### src/logic/pac_pkg.sv
// constants, types and register map of the parallel amplifier control port
// assumes a single 100 MHz clock and synchronous pin inputs
`default_nettype none
package pac_pkg;
  localparam int unsigned CLK_HZ = 100_000_000;
  localparam int unsigned AZ_SETTLE_NS = 1000;
  localparam int unsigned AZ_SETTLE_CYC = (AZ_SETTLE_NS * (CLK_HZ / 1_000_000) + 999) / 1000;
  localparam int unsigned AZ_CNT_W = 8;
  localparam int unsigned NUM_RANGES = 6;
  localparam int unsigned ADC_W = 12;
  localparam logic [2:0] GAIN_MAX_CODE = 3'h5;
  localparam logic [2:0] GAIN_RST_IDX = 3'h0;
  // bandwidth select, one-hot
  localparam logic [3:0] BW_10K = 4'h1;
  localparam logic [3:0] BW_1K = 4'h2;
  localparam logic [3:0] BW_100 = 4'h4;
  localparam logic [3:0] BW_10 = 4'h8;
  // register byte offsets
  localparam logic [4:0] REG_STATUS = 5'h00;
  localparam logic [4:0] REG_IRQ_STAT = 5'h04;
  localparam logic [4:0] REG_IRQ_MASK = 5'h08;
  localparam logic [4:0] REG_CTRL = 5'h0c;
  // interrupt bit positions
  localparam int unsigned IRQ_W = 3;
  localparam int unsigned IRQ_AZ_DONE = 0;
  localparam int unsigned IRQ_OVERLOAD = 1;
  localparam int unsigned IRQ_BAD_CODE = 2;
  // control bit positions
  localparam int unsigned CTRL_AZ_START = 0;
  localparam int unsigned CTRL_AZ_RESET = 1;
  // status field positions
  localparam int unsigned ST_GAIN_LSB = 0;
  localparam int unsigned ST_BW_LSB = 3;
  localparam int unsigned ST_INV = 7;
  localparam int unsigned ST_BUSY = 8;
  localparam int unsigned ST_COMP = 9;
  localparam int unsigned ST_VALID_LSB = 10;

  typedef enum logic [2:0] {
    AZ_IDLE = 3'b001,
    AZ_SETTLE = 3'b010,
    AZ_CAPT = 3'b100
  } pac_az_state_t;

  typedef struct packed {
    logic [2:0] gain_code;
    logic [2:0] bw_code;
    logic polarity;
    logic az_start;
    logic az_reset;
  } pac_pins_t;

  typedef struct packed {
    logic power_on;
    logic overload;
    logic az_ready;
  } pac_stat_t;
endpackage : pac_pkg
`default_nettype wire

### src/logic/pac_port.sv
// parallel control port: pin decode, auto-zero sequencer, status pins, avalon slave
// assumes pins and analogue comparator/adc inputs synchronous to ref_clk
//
// The register offsets and the Avalon-MM slave port are this design's own decisions.
`default_nettype none
// Notes on behaviour
// - pins live right after reset, no enable
// - power indication high while operating
// - overload high while signal over range
// - auto-zero ready low during offset acquisition
// - gain codes zero..five select six ranges
// - bandwidth lines one-hot or all low
// - polarity high inverts the output
// - auto-zero stores per-range offsets, subtracts them
// - auto-zero reset discards offsets
module pac_port (
  // clock and reset
  input wire logic ref_clk,
  input wire logic arst_n,
  // control pins and analogue side
  input wire pac_pkg::pac_pins_t pins,
  input wire logic sig_over,
  input wire logic [pac_pkg::ADC_W-1:0] adc_sample,
  // status pins and selections
  output pac_pkg::pac_stat_t stat,
  output logic [5:0] gain_sel,
  output logic [3:0] bw_sel,
  output logic invert,
  output logic signed [pac_pkg::ADC_W:0] sample_out,
  // avalon-mm slave
  input wire logic [4:0] avs_address,
  input wire logic avs_read,
  input wire logic avs_write,
  input wire logic [31:0] avs_writedata,
  input wire logic [3:0] avs_byteenable,
  output logic [31:0] avs_readdata,
  output logic avs_waitrequest,
  // interrupt
  output logic irq
);
  pac_pkg::pac_az_state_t state_reg, state_next;
  logic [pac_pkg::AZ_CNT_W-1:0] cnt_reg, cnt_next;
  logic [2:0] az_idx_reg, az_idx_next, gain_idx_reg, gain_idx_next;
  logic [2:0] app_idx_reg, app_idx_next;
  logic [3:0] bw_reg, bw_next;
  logic [5:0] valid_reg, valid_next, gain_sel_reg, gain_sel_next;
  logic comp_reg, comp_next, ready_reg, ready_next, pwr_reg, ovl_reg, inv_reg;
  logic start_q_reg, rst_q_reg, bad_q_reg, bad_now;
  logic signed [pac_pkg::ADC_W:0] out_reg, out_next, diff;
  logic start_ev, rst_ev, done_ev, ofs_we;
  logic [pac_pkg::ADC_W-1:0] ofs_rdata;
  logic sw_start_reg, sw_start_next, sw_reset_reg, sw_reset_next;
  logic [pac_pkg::IRQ_W-1:0] ist_reg, ist_next, imask_reg, imask_next, iev;
  logic wait_reg, wait_next, irq_reg, irq_next;
  logic [31:0] rdata_reg, rdata_next, wmask, status_word;

  pac_ofs_mem u_ofs_mem (
    .ref_clk(ref_clk),
    .arst_n(arst_n),
    .we(ofs_we),
    .waddr(az_idx_reg),
    .wdata(adc_sample),
    .raddr(app_idx_next),
    .rdata(ofs_rdata)
  );

  // core next-state logic
  always_comb begin
    start_ev = (pins.az_start & ~start_q_reg) | sw_start_reg;
    rst_ev = (pins.az_reset & ~rst_q_reg) | sw_reset_reg;
    state_next = state_reg;
    cnt_next = cnt_reg;
    az_idx_next = az_idx_reg;
    valid_next = valid_reg;
    comp_next = comp_reg;
    ready_next = ready_reg;
    ofs_we = 1'b0;
    done_ev = 1'b0;
    gain_idx_next = gain_idx_reg;
    bw_next = bw_reg;
    if (pins.gain_code <= pac_pkg::GAIN_MAX_CODE) begin
      gain_idx_next = pins.gain_code;
    end
    case (pins.bw_code)
      3'b000: bw_next = pac_pkg::BW_10K;
      3'b001: bw_next = pac_pkg::BW_1K;
      3'b010: bw_next = pac_pkg::BW_100;
      3'b100: bw_next = pac_pkg::BW_10;
      default: bw_next = bw_reg;
    endcase
    bad_now = (pins.gain_code > pac_pkg::GAIN_MAX_CODE) | (bw_next == bw_reg &&
      pins.bw_code != 3'b000 && pins.bw_code != 3'b001 && pins.bw_code != 3'b010 &&
      pins.bw_code != 3'b100);
    case (state_reg)
      pac_pkg::AZ_IDLE: begin
        if (start_ev && !rst_ev) begin
          state_next = pac_pkg::AZ_SETTLE;
          cnt_next = '0;
          az_idx_next = 3'h0;
          valid_next = '0;
          comp_next = 1'b0;
          ready_next = 1'b0;
        end
      end
      pac_pkg::AZ_SETTLE: begin
        cnt_next = cnt_reg + 1'b1;
        if (cnt_reg == pac_pkg::AZ_CNT_W'(pac_pkg::AZ_SETTLE_CYC - 1)) begin
          state_next = pac_pkg::AZ_CAPT;
        end
      end
      pac_pkg::AZ_CAPT: begin
        ofs_we = 1'b1;
        valid_next[az_idx_reg] = ~sig_over;
        cnt_next = '0;
        if (az_idx_reg == 3'(pac_pkg::NUM_RANGES - 1)) begin
          state_next = pac_pkg::AZ_IDLE;
          comp_next = 1'b1;
          ready_next = 1'b1;
          done_ev = 1'b1;
        end else begin
          az_idx_next = az_idx_reg + 3'h1;
          state_next = pac_pkg::AZ_SETTLE;
        end
      end
      default: begin
        state_next = pac_pkg::AZ_IDLE;
        ready_next = 1'b1;
      end
    endcase
    if (rst_ev) begin
      state_next = pac_pkg::AZ_IDLE;
      ofs_we = 1'b0;
      done_ev = 1'b0;
      valid_next = '0;
      comp_next = 1'b0;
      ready_next = 1'b1;
    end
    app_idx_next = (state_next == pac_pkg::AZ_IDLE) ? gain_idx_next : az_idx_next;
    gain_sel_next = 6'h01 << app_idx_next;
    // subtract stored offset of applied range
    if (comp_reg && valid_reg[app_idx_reg]) begin
      diff = $signed({1'b0, adc_sample}) - $signed({1'b0, ofs_rdata});
    end else begin
      diff = $signed({1'b0, adc_sample});
    end
    out_next = pins.polarity ? -diff : diff;
  end

  always_ff @(posedge ref_clk or negedge arst_n) begin
    if (!arst_n) begin
      state_reg <= pac_pkg::AZ_IDLE;
      cnt_reg <= '0;
      az_idx_reg <= 3'h0;
      gain_idx_reg <= pac_pkg::GAIN_RST_IDX;
      app_idx_reg <= pac_pkg::GAIN_RST_IDX;
      gain_sel_reg <= 6'h01;
      bw_reg <= pac_pkg::BW_10K;
      valid_reg <= '0;
      comp_reg <= 1'b0;
      ready_reg <= 1'b1;
      pwr_reg <= 1'b0;
      ovl_reg <= 1'b0;
      inv_reg <= 1'b0;
      start_q_reg <= 1'b0;
      rst_q_reg <= 1'b0;
      bad_q_reg <= 1'b0;
      out_reg <= '0;
    end else begin
      state_reg <= state_next;
      cnt_reg <= cnt_next;
      az_idx_reg <= az_idx_next;
      gain_idx_reg <= gain_idx_next;
      app_idx_reg <= app_idx_next;
      gain_sel_reg <= gain_sel_next;
      bw_reg <= bw_next;
      valid_reg <= valid_next;
      comp_reg <= comp_next;
      ready_reg <= ready_next;
      pwr_reg <= 1'b1;
      ovl_reg <= sig_over;
      inv_reg <= pins.polarity;
      start_q_reg <= pins.az_start;
      rst_q_reg <= pins.az_reset;
      bad_q_reg <= bad_now;
      out_reg <= out_next;
    end
  end

  // bus and interrupt next-state logic
  always_comb begin
    wmask = {{8{avs_byteenable[3]}}, {8{avs_byteenable[2]}},
             {8{avs_byteenable[1]}}, {8{avs_byteenable[0]}}};
    status_word = '0;
    status_word[pac_pkg::ST_GAIN_LSB +: 3] = gain_idx_reg;
    status_word[pac_pkg::ST_BW_LSB +: 4] = bw_reg;
    status_word[pac_pkg::ST_INV] = inv_reg;
    status_word[pac_pkg::ST_BUSY] = (state_reg != pac_pkg::AZ_IDLE);
    status_word[pac_pkg::ST_COMP] = comp_reg;
    status_word[pac_pkg::ST_VALID_LSB +: 6] = valid_reg;
    iev = '0;
    iev[pac_pkg::IRQ_AZ_DONE] = done_ev;
    iev[pac_pkg::IRQ_OVERLOAD] = sig_over & ~ovl_reg;
    iev[pac_pkg::IRQ_BAD_CODE] = bad_now & ~bad_q_reg;
    ist_next = ist_reg;
    imask_next = imask_reg;
    sw_start_next = 1'b0;
    sw_reset_next = 1'b0;
    rdata_next = rdata_reg;
    wait_next = 1'b1;
    if ((avs_read || avs_write) && wait_reg) begin
      wait_next = 1'b0;
      rdata_next = '0;
      case (avs_address)
        pac_pkg::REG_STATUS: rdata_next = status_word;
        pac_pkg::REG_IRQ_STAT: rdata_next[pac_pkg::IRQ_W-1:0] = ist_reg;
        pac_pkg::REG_IRQ_MASK: rdata_next[pac_pkg::IRQ_W-1:0] = imask_reg;
        default: rdata_next = '0;
      endcase
    end
    if (avs_write && !wait_reg) begin
      case (avs_address)
        pac_pkg::REG_IRQ_STAT: ist_next = ist_reg & ~(avs_writedata[pac_pkg::IRQ_W-1:0] &
          wmask[pac_pkg::IRQ_W-1:0]);
        pac_pkg::REG_IRQ_MASK: imask_next = (imask_reg & ~wmask[pac_pkg::IRQ_W-1:0]) |
          (avs_writedata[pac_pkg::IRQ_W-1:0] & wmask[pac_pkg::IRQ_W-1:0]);
        pac_pkg::REG_CTRL: begin
          sw_start_next = avs_writedata[pac_pkg::CTRL_AZ_START] & avs_byteenable[0];
          sw_reset_next = avs_writedata[pac_pkg::CTRL_AZ_RESET] & avs_byteenable[0];
        end
        default: ist_next = ist_reg;
      endcase
    end
    // set wins over clear
    ist_next = ist_next | iev;
    irq_next = |(ist_next & imask_next);
  end

  always_ff @(posedge ref_clk or negedge arst_n) begin
    if (!arst_n) begin
      ist_reg <= '0;
      imask_reg <= '0;
      sw_start_reg <= 1'b0;
      sw_reset_reg <= 1'b0;
      rdata_reg <= '0;
      wait_reg <= 1'b1;
      irq_reg <= 1'b0;
    end else begin
      ist_reg <= ist_next;
      imask_reg <= imask_next;
      sw_start_reg <= sw_start_next;
      sw_reset_reg <= sw_reset_next;
      rdata_reg <= rdata_next;
      wait_reg <= wait_next;
      irq_reg <= irq_next;
    end
  end

  assign stat = '{power_on: pwr_reg, overload: ovl_reg, az_ready: ready_reg};
  assign gain_sel = gain_sel_reg;
  assign bw_sel = bw_reg;
  assign invert = inv_reg;
  assign sample_out = out_reg;
  assign avs_readdata = rdata_reg;
  assign avs_waitrequest = wait_reg;
  assign irq = irq_reg;
endmodule : pac_port
`default_nettype wire

### src/logic/pac_ofs_mem.sv
// offset store, one word per gain range, registered read
// assumes one write port and one read port on the same clock
`default_nettype none
module pac_ofs_mem (
  // clock and reset
  input wire logic ref_clk,
  input wire logic arst_n,
  // write side
  input wire logic we,
  input wire logic [2:0] waddr,
  input wire logic [pac_pkg::ADC_W-1:0] wdata,
  // read side
  input wire logic [2:0] raddr,
  output logic [pac_pkg::ADC_W-1:0] rdata
);
  logic [pac_pkg::ADC_W-1:0] mem [pac_pkg::NUM_RANGES];
  logic [pac_pkg::ADC_W-1:0] rdata_reg;

  always_ff @(posedge ref_clk) begin
    if (we) begin
      mem[waddr] <= wdata;
    end
  end

  always_ff @(posedge ref_clk or negedge arst_n) begin
    if (!arst_n) begin
      rdata_reg <= '0;
    end else if (raddr < 3'(pac_pkg::NUM_RANGES)) begin
      rdata_reg <= mem[raddr];
    end else begin
      rdata_reg <= '0;
    end
  end

  assign rdata = rdata_reg;
endmodule : pac_ofs_mem
`default_nettype wire

### config.mk
export PLATFORM = sky130hd
export DESIGN_NAME = pac_port
export DESIGN_NICKNAME = d
export VERILOG_FILES = /design/src/logic/pac_pkg.sv /design/src/logic/pac_port.sv /design/src/logic/pac_ofs_mem.sv
export SDC_FILE = /design/constraint.sdc
export NUM_CORES = 1
export LEC_CHECK = 0
export BUFFER_PORTS_ARGS = -buffer_cell sky130_fd_sc_hd__buf_2
export CAP_MARGIN = 5
export CORE_MARGIN = 10
export CORE_UTILIZATION = 56
export CTS_BUF_LIST = sky130_fd_sc_hd__clkbuf_16
export CTS_CLUSTER_SIZE = 16
export DETAILED_ROUTE_END_ITERATION = 12
export PLACE_DENSITY = 0.75
export SLEW_MARGIN = 0
export SYNTH_ARGS = -nofsm -noshare
export SYNTH_HDL_FRONTEND = slang
export SYNTH_SLANG_ARGS = --single-unit
export TNS_END_PERCENT = 30
### constraint.sdc
create_clock -name ref_clk -period 3.9 [get_ports ref_clk]
set_input_delay 0.195 -clock ref_clk [delete_from_list [all_inputs] [get_ports ref_clk]]
set_output_delay 0.195 -clock ref_clk [all_outputs]
set_load 0.01 [all_outputs]
==> results.md <==
- Among all flip-flop cells after synthesis, the most frequent one is sky130_fd_sc_hd__dfrtp_1.
- The detailed-route via count is 5195.
- The setup clock skew after layout is 6.64 ps.
- Compared with the post-synthesis result, the final layout area differs by 14.6%.
- Along the worst hold path, the cell count comes to 2.
- The filler-free cell count of the finished design is 908.
- Counting along the longest clock path gives a buffer depth of 2.
- The share of the Yosys chip area taken by registers is 59.3%.
- The max-slew violation total from the final report is 0.
- The floorplan step set the die width to 137 um.
- The detailed router finished its first iteration with 334 violations.
- The post-synthesis sequential element count is 167.
- For this design the static power due to leakage is 0.00386 uW.
- Once layout is complete, the utilization of the core stands at 65.8%.
- Yosys attributes the largest share of cell area to sky130_fd_sc_hd__dfrtp_1, sky130_fd_sc_hd__edfxtp_1, sky130_fd_sc_hd__mux4_2.
- Dividing the detail-routed via count by the number of cells gives 5.72.
- The number of setup violations in the final report is 0.
- The via count of the first global-routing pass is 5229.
- The critical path capture point type is a flop.
- The vertical extent of the die is 137 um.
- At the end of routability-driven placement, the weighted congestion stood at 0.877.
- The total area inside the core boundary comes to 13300 um2.
- Synthesis instantiated 58 different standard cells from the library.
- In the final layout, flip-flops and latches occupy 4550 um2.
- The repair_antennas step left the layout with diodes totalling 0.
- For this run, asynchronously set or reset flops after synthesis account for 56.9%.
- Entering global routing, the biggest net connects 72 pins.
- Headroom to the max-slew limit came out at 28.1%.
- The worst register-to-register path begins at u_ofs_mem.rdata[6]$_DFF_PN0_.
- Summed over all layers, the global routing overflow is 0.
- The netlist area before placement is 7670 um2.
- The clock root buffer is sky130_fd_sc_hd__clkbuf_16.
- The start-to-end type of the worst setup path is flop to flop.
- The number of enable flip-flop cells after synthesis is 72.
- Clock-pin slew was measured on the worst setup and hold paths at 60 ps.
- The total detailed-routing wirelength is 16700 um.
- The startpoint type of the worst setup path is a flop.
- The top-level port count is 128.
- The endpoint of the worst-slack reg-to-reg timing path is sample_out[12]$_DFF_PN0_.
- The number of search-and-repair iterations in the first detailed-routing pass is 5.
- Once the clock tree was built, the setup fixing pass inserted 0 buffers.
- Detailed placement ended at an HPWL of 11500 um.
- The reg-to-reg setup timing slack is 880 ps.
- In the final layout, the multi-input gates occupy 2810 um2.
- The cell count after synthesis came out at 633.
- The CTS buffer count is 17.
- Along the worst path, the maximum fanout reaches 5.
- After filler insertion, the fill cell instance count of the layout stands at 1013.
- The final-report hold violation count is 0.
- In this run the biggest area consumer among cell types represents 29.4% of the synthesized area.
- The flow ran to the end, and the final reports show no timing, DRC or antenna violations.
- The initial antenna violation count was 0.
- The TritonCTS clock tree is yes.
- The design draws 3940 uW.
- Of all cell types, the one taking the most synthesized area is sky130_fd_sc_hd__dfrtp_1.
- The total number of nets in the final design is 803.
- CTS built an H-tree with a depth of 4.
- The post-route cell area is 8790 um2.
- The post-place instance area is 8200 um2.
- In this run the worst hold path is classified as input port to flop.
- Data arrives at the worst endpoint at 3360 ps.
- Dividing the final minimum period by the clock period gives 77.5%.
- The first global-routing pass estimated 26700 um of wire.
- The flip-flop count of the largest register after layout is 72.
- The starting density of the core is 57.5%.
- Across the VDD grid, the largest voltage drop is 0.302 mV.
- The critical path required time is 4240 ps.
- In this run the tool buffered the top-level ports with 79 buffer cells.
- The accumulated negative setup slack is 0 ps.
- The total of hold buffers inserted after clock tree synthesis is 6.
- The logic depth of the worst register-to-register path is 10.
- The number of routed nets with antenna violations is 0.
- A synthesized cell averages 12.1 um2.
- Global routing used 18.2% of the available tracks across all layers.
- The most flop-heavy register is u_ofs_mem.mem.
- Max-cap violations in this run came to 0.
- The post-layout minimum cycle time is 3020 ps.
- Post-CTS repair changed the size of 0 cells.
- Clock latency on the worst-skew pair, taken at its later pin, is 420 ps.
- The total die area is 18800 um2.
- The hold-critical path endpoint is imask_reg[2]$_DFF_PN0_.
- The total number of yosys warnings is 0.
- The power density over the cells is 448 nW/um2.
- Once placement completed, the tool counted placed cells totaling 870.
- Setup repair after global routing left no endpoint under its margin.
- The average wire per standard cell is 18.4 um.
- The transition time at the pin with the least slew margin is 1070 ps.
- The clock sink count is 167.
- The number of rows created at floorplan is 42.
- The post-route netlist has 20.5% of its cells at a drive strength greater than 1.
- The number of DRC violations after detailed routing is 0.
- The launch point of the worst hold path is avs_writedata[2].
- Based on the critical path, the design can be clocked at up to 331 MHz.
-- routing by layer --
metal	wire length, um	part of all wire (%)	track usage [%]	vias up
li1	-	-	-	2444
met1	7180	43	23.8	2564
met2	7790	47	28.4	169
met3	1460	8.8	5.02	18
met4	222	1.3	6.56	0
met5	0	0	0	-
-- synth_stat cells (all sizes together) (5+ instances only) --
| cell | count |
|---|---|
| nand3 | 8 |
| nor3 | 12 |
| o31ai | 6 |
| xnor2 | 14 |
| dfstp | 5 |
| and3 | 9 |
| buf | 32 |
| mux2 | 5 |
| nand2 | 56 |
| o21ai | 46 |
| mux2i | 21 |
| xor2 | 9 |
| mux4 | 13 |
| nor2 | 37 |
| nand2b | 6 |
| clkbuf | 12 |
| a22o | 19 |
| a21o | 6 |
| dfrtp | 90 |
| a21oi | 28 |
| nor2b | 5 |
| inv | 36 |
| edfxtp | 72 |
| a31oi | 6 |
| o21a | 5 |
| ha | 16 |
-- cell usage in the layout (no fill, tap or decap), types with 14 or more instances in the layout --
cell type and count:
sky130_fd_sc_hd__a21oi_1 27, sky130_fd_sc_hd__a22o_1 19, sky130_fd_sc_hd__buf_2 78, sky130_fd_sc_hd__clkbuf_16 17
sky130_fd_sc_hd__conb_1 17, sky130_fd_sc_hd__dfrtp_1 90, sky130_fd_sc_hd__edfxtp_1 72, sky130_fd_sc_hd__ha_1 16
sky130_fd_sc_hd__inv_1 34, sky130_fd_sc_hd__mux2i_1 19, sky130_fd_sc_hd__nand2_1 56, sky130_fd_sc_hd__nor2_1 37
sky130_fd_sc_hd__o21ai_0 23, sky130_fd_sc_hd__o21ai_1 22, sky130_fd_sc_hd__xnor2_1 14
-- worst max-delay path: stages, from the launching register on --
cell and delay [ps]:
sky130_fd_sc_hd__dfrtp_1 350, sky130_fd_sc_hd__inv_1 70, sky130_fd_sc_hd__ha_1 350, sky130_fd_sc_hd__a211o_1 350
sky130_fd_sc_hd__a211oi_1 200, sky130_fd_sc_hd__o21ai_1 160, sky130_fd_sc_hd__a221oi_1 400, sky130_fd_sc_hd__mux2i_1 260
sky130_fd_sc_hd__o311ai_1 180, sky130_fd_sc_hd__o41ai_1 450, sky130_fd_sc_hd__xnor2_1 170
-- where the power goes --
| group | internal [uW] | switching [uW] |
|---|---|---|
| Sequential | 1900 | 30.4 |
| Clock | 854 | 635 |
| Combinational | 205 | 314 |
-- stage by stage --
stage               hold slack [ps]  worst slack (ps)
global placement                317               908
CTS                            30.4               935
detailed placement              321               859
finish                         49.6               878
floorplan                      -101               907
global route                   50.7               644
-- how the worst max path moves through the flow --
| stage | startpoint | endpoint |
|---|---|---|
| after floorplan | app_idx_reg[0]$_DFF_PN0_ | sample_out[12]$_DFF_PN0_ |
| after global placement | adc_sample[0] | sample_out[12]$_DFF_PN0_ |
| after detailed placement | adc_sample[0] | sample_out[12]$_DFF_PN0_ |
| after CTS | start_q_reg$_DFF_PN0_ | u_ofs_mem.rdata[11]$_DFF_PN0_ |
| after global routing | u_ofs_mem.rdata[0]$_DFF_PN0_ | sample_out[12]$_DFF_PN0_ |
| final | u_ofs_mem.rdata[6]$_DFF_PN0_ | sample_out[12]$_DFF_PN0_ |
-- layout make-up --
class                      instances  area share [%]
clock buffer                      17            4.84
timing repair buffer              96            6.29
sequential                       167            51.7
multi-input combinational        401            32.0
inverter                          36            1.54
tap                              176            2.51
clock inverter                    15            1.11
-- logic make-up after synthesis --
logic type / share of synthesized area, %
XOR/XNOR: 2.63
adder cells (fa/ha/maj): 2.87
multiplexers: 7.29
flip-flops: 59.3
other: 0.0979
buffers and inverters: 5.22
AND/OR/NAND/NOR: 10.2
AO/OA/AOI/OAI: 12.4
Power figures use the tool's default switching activity.
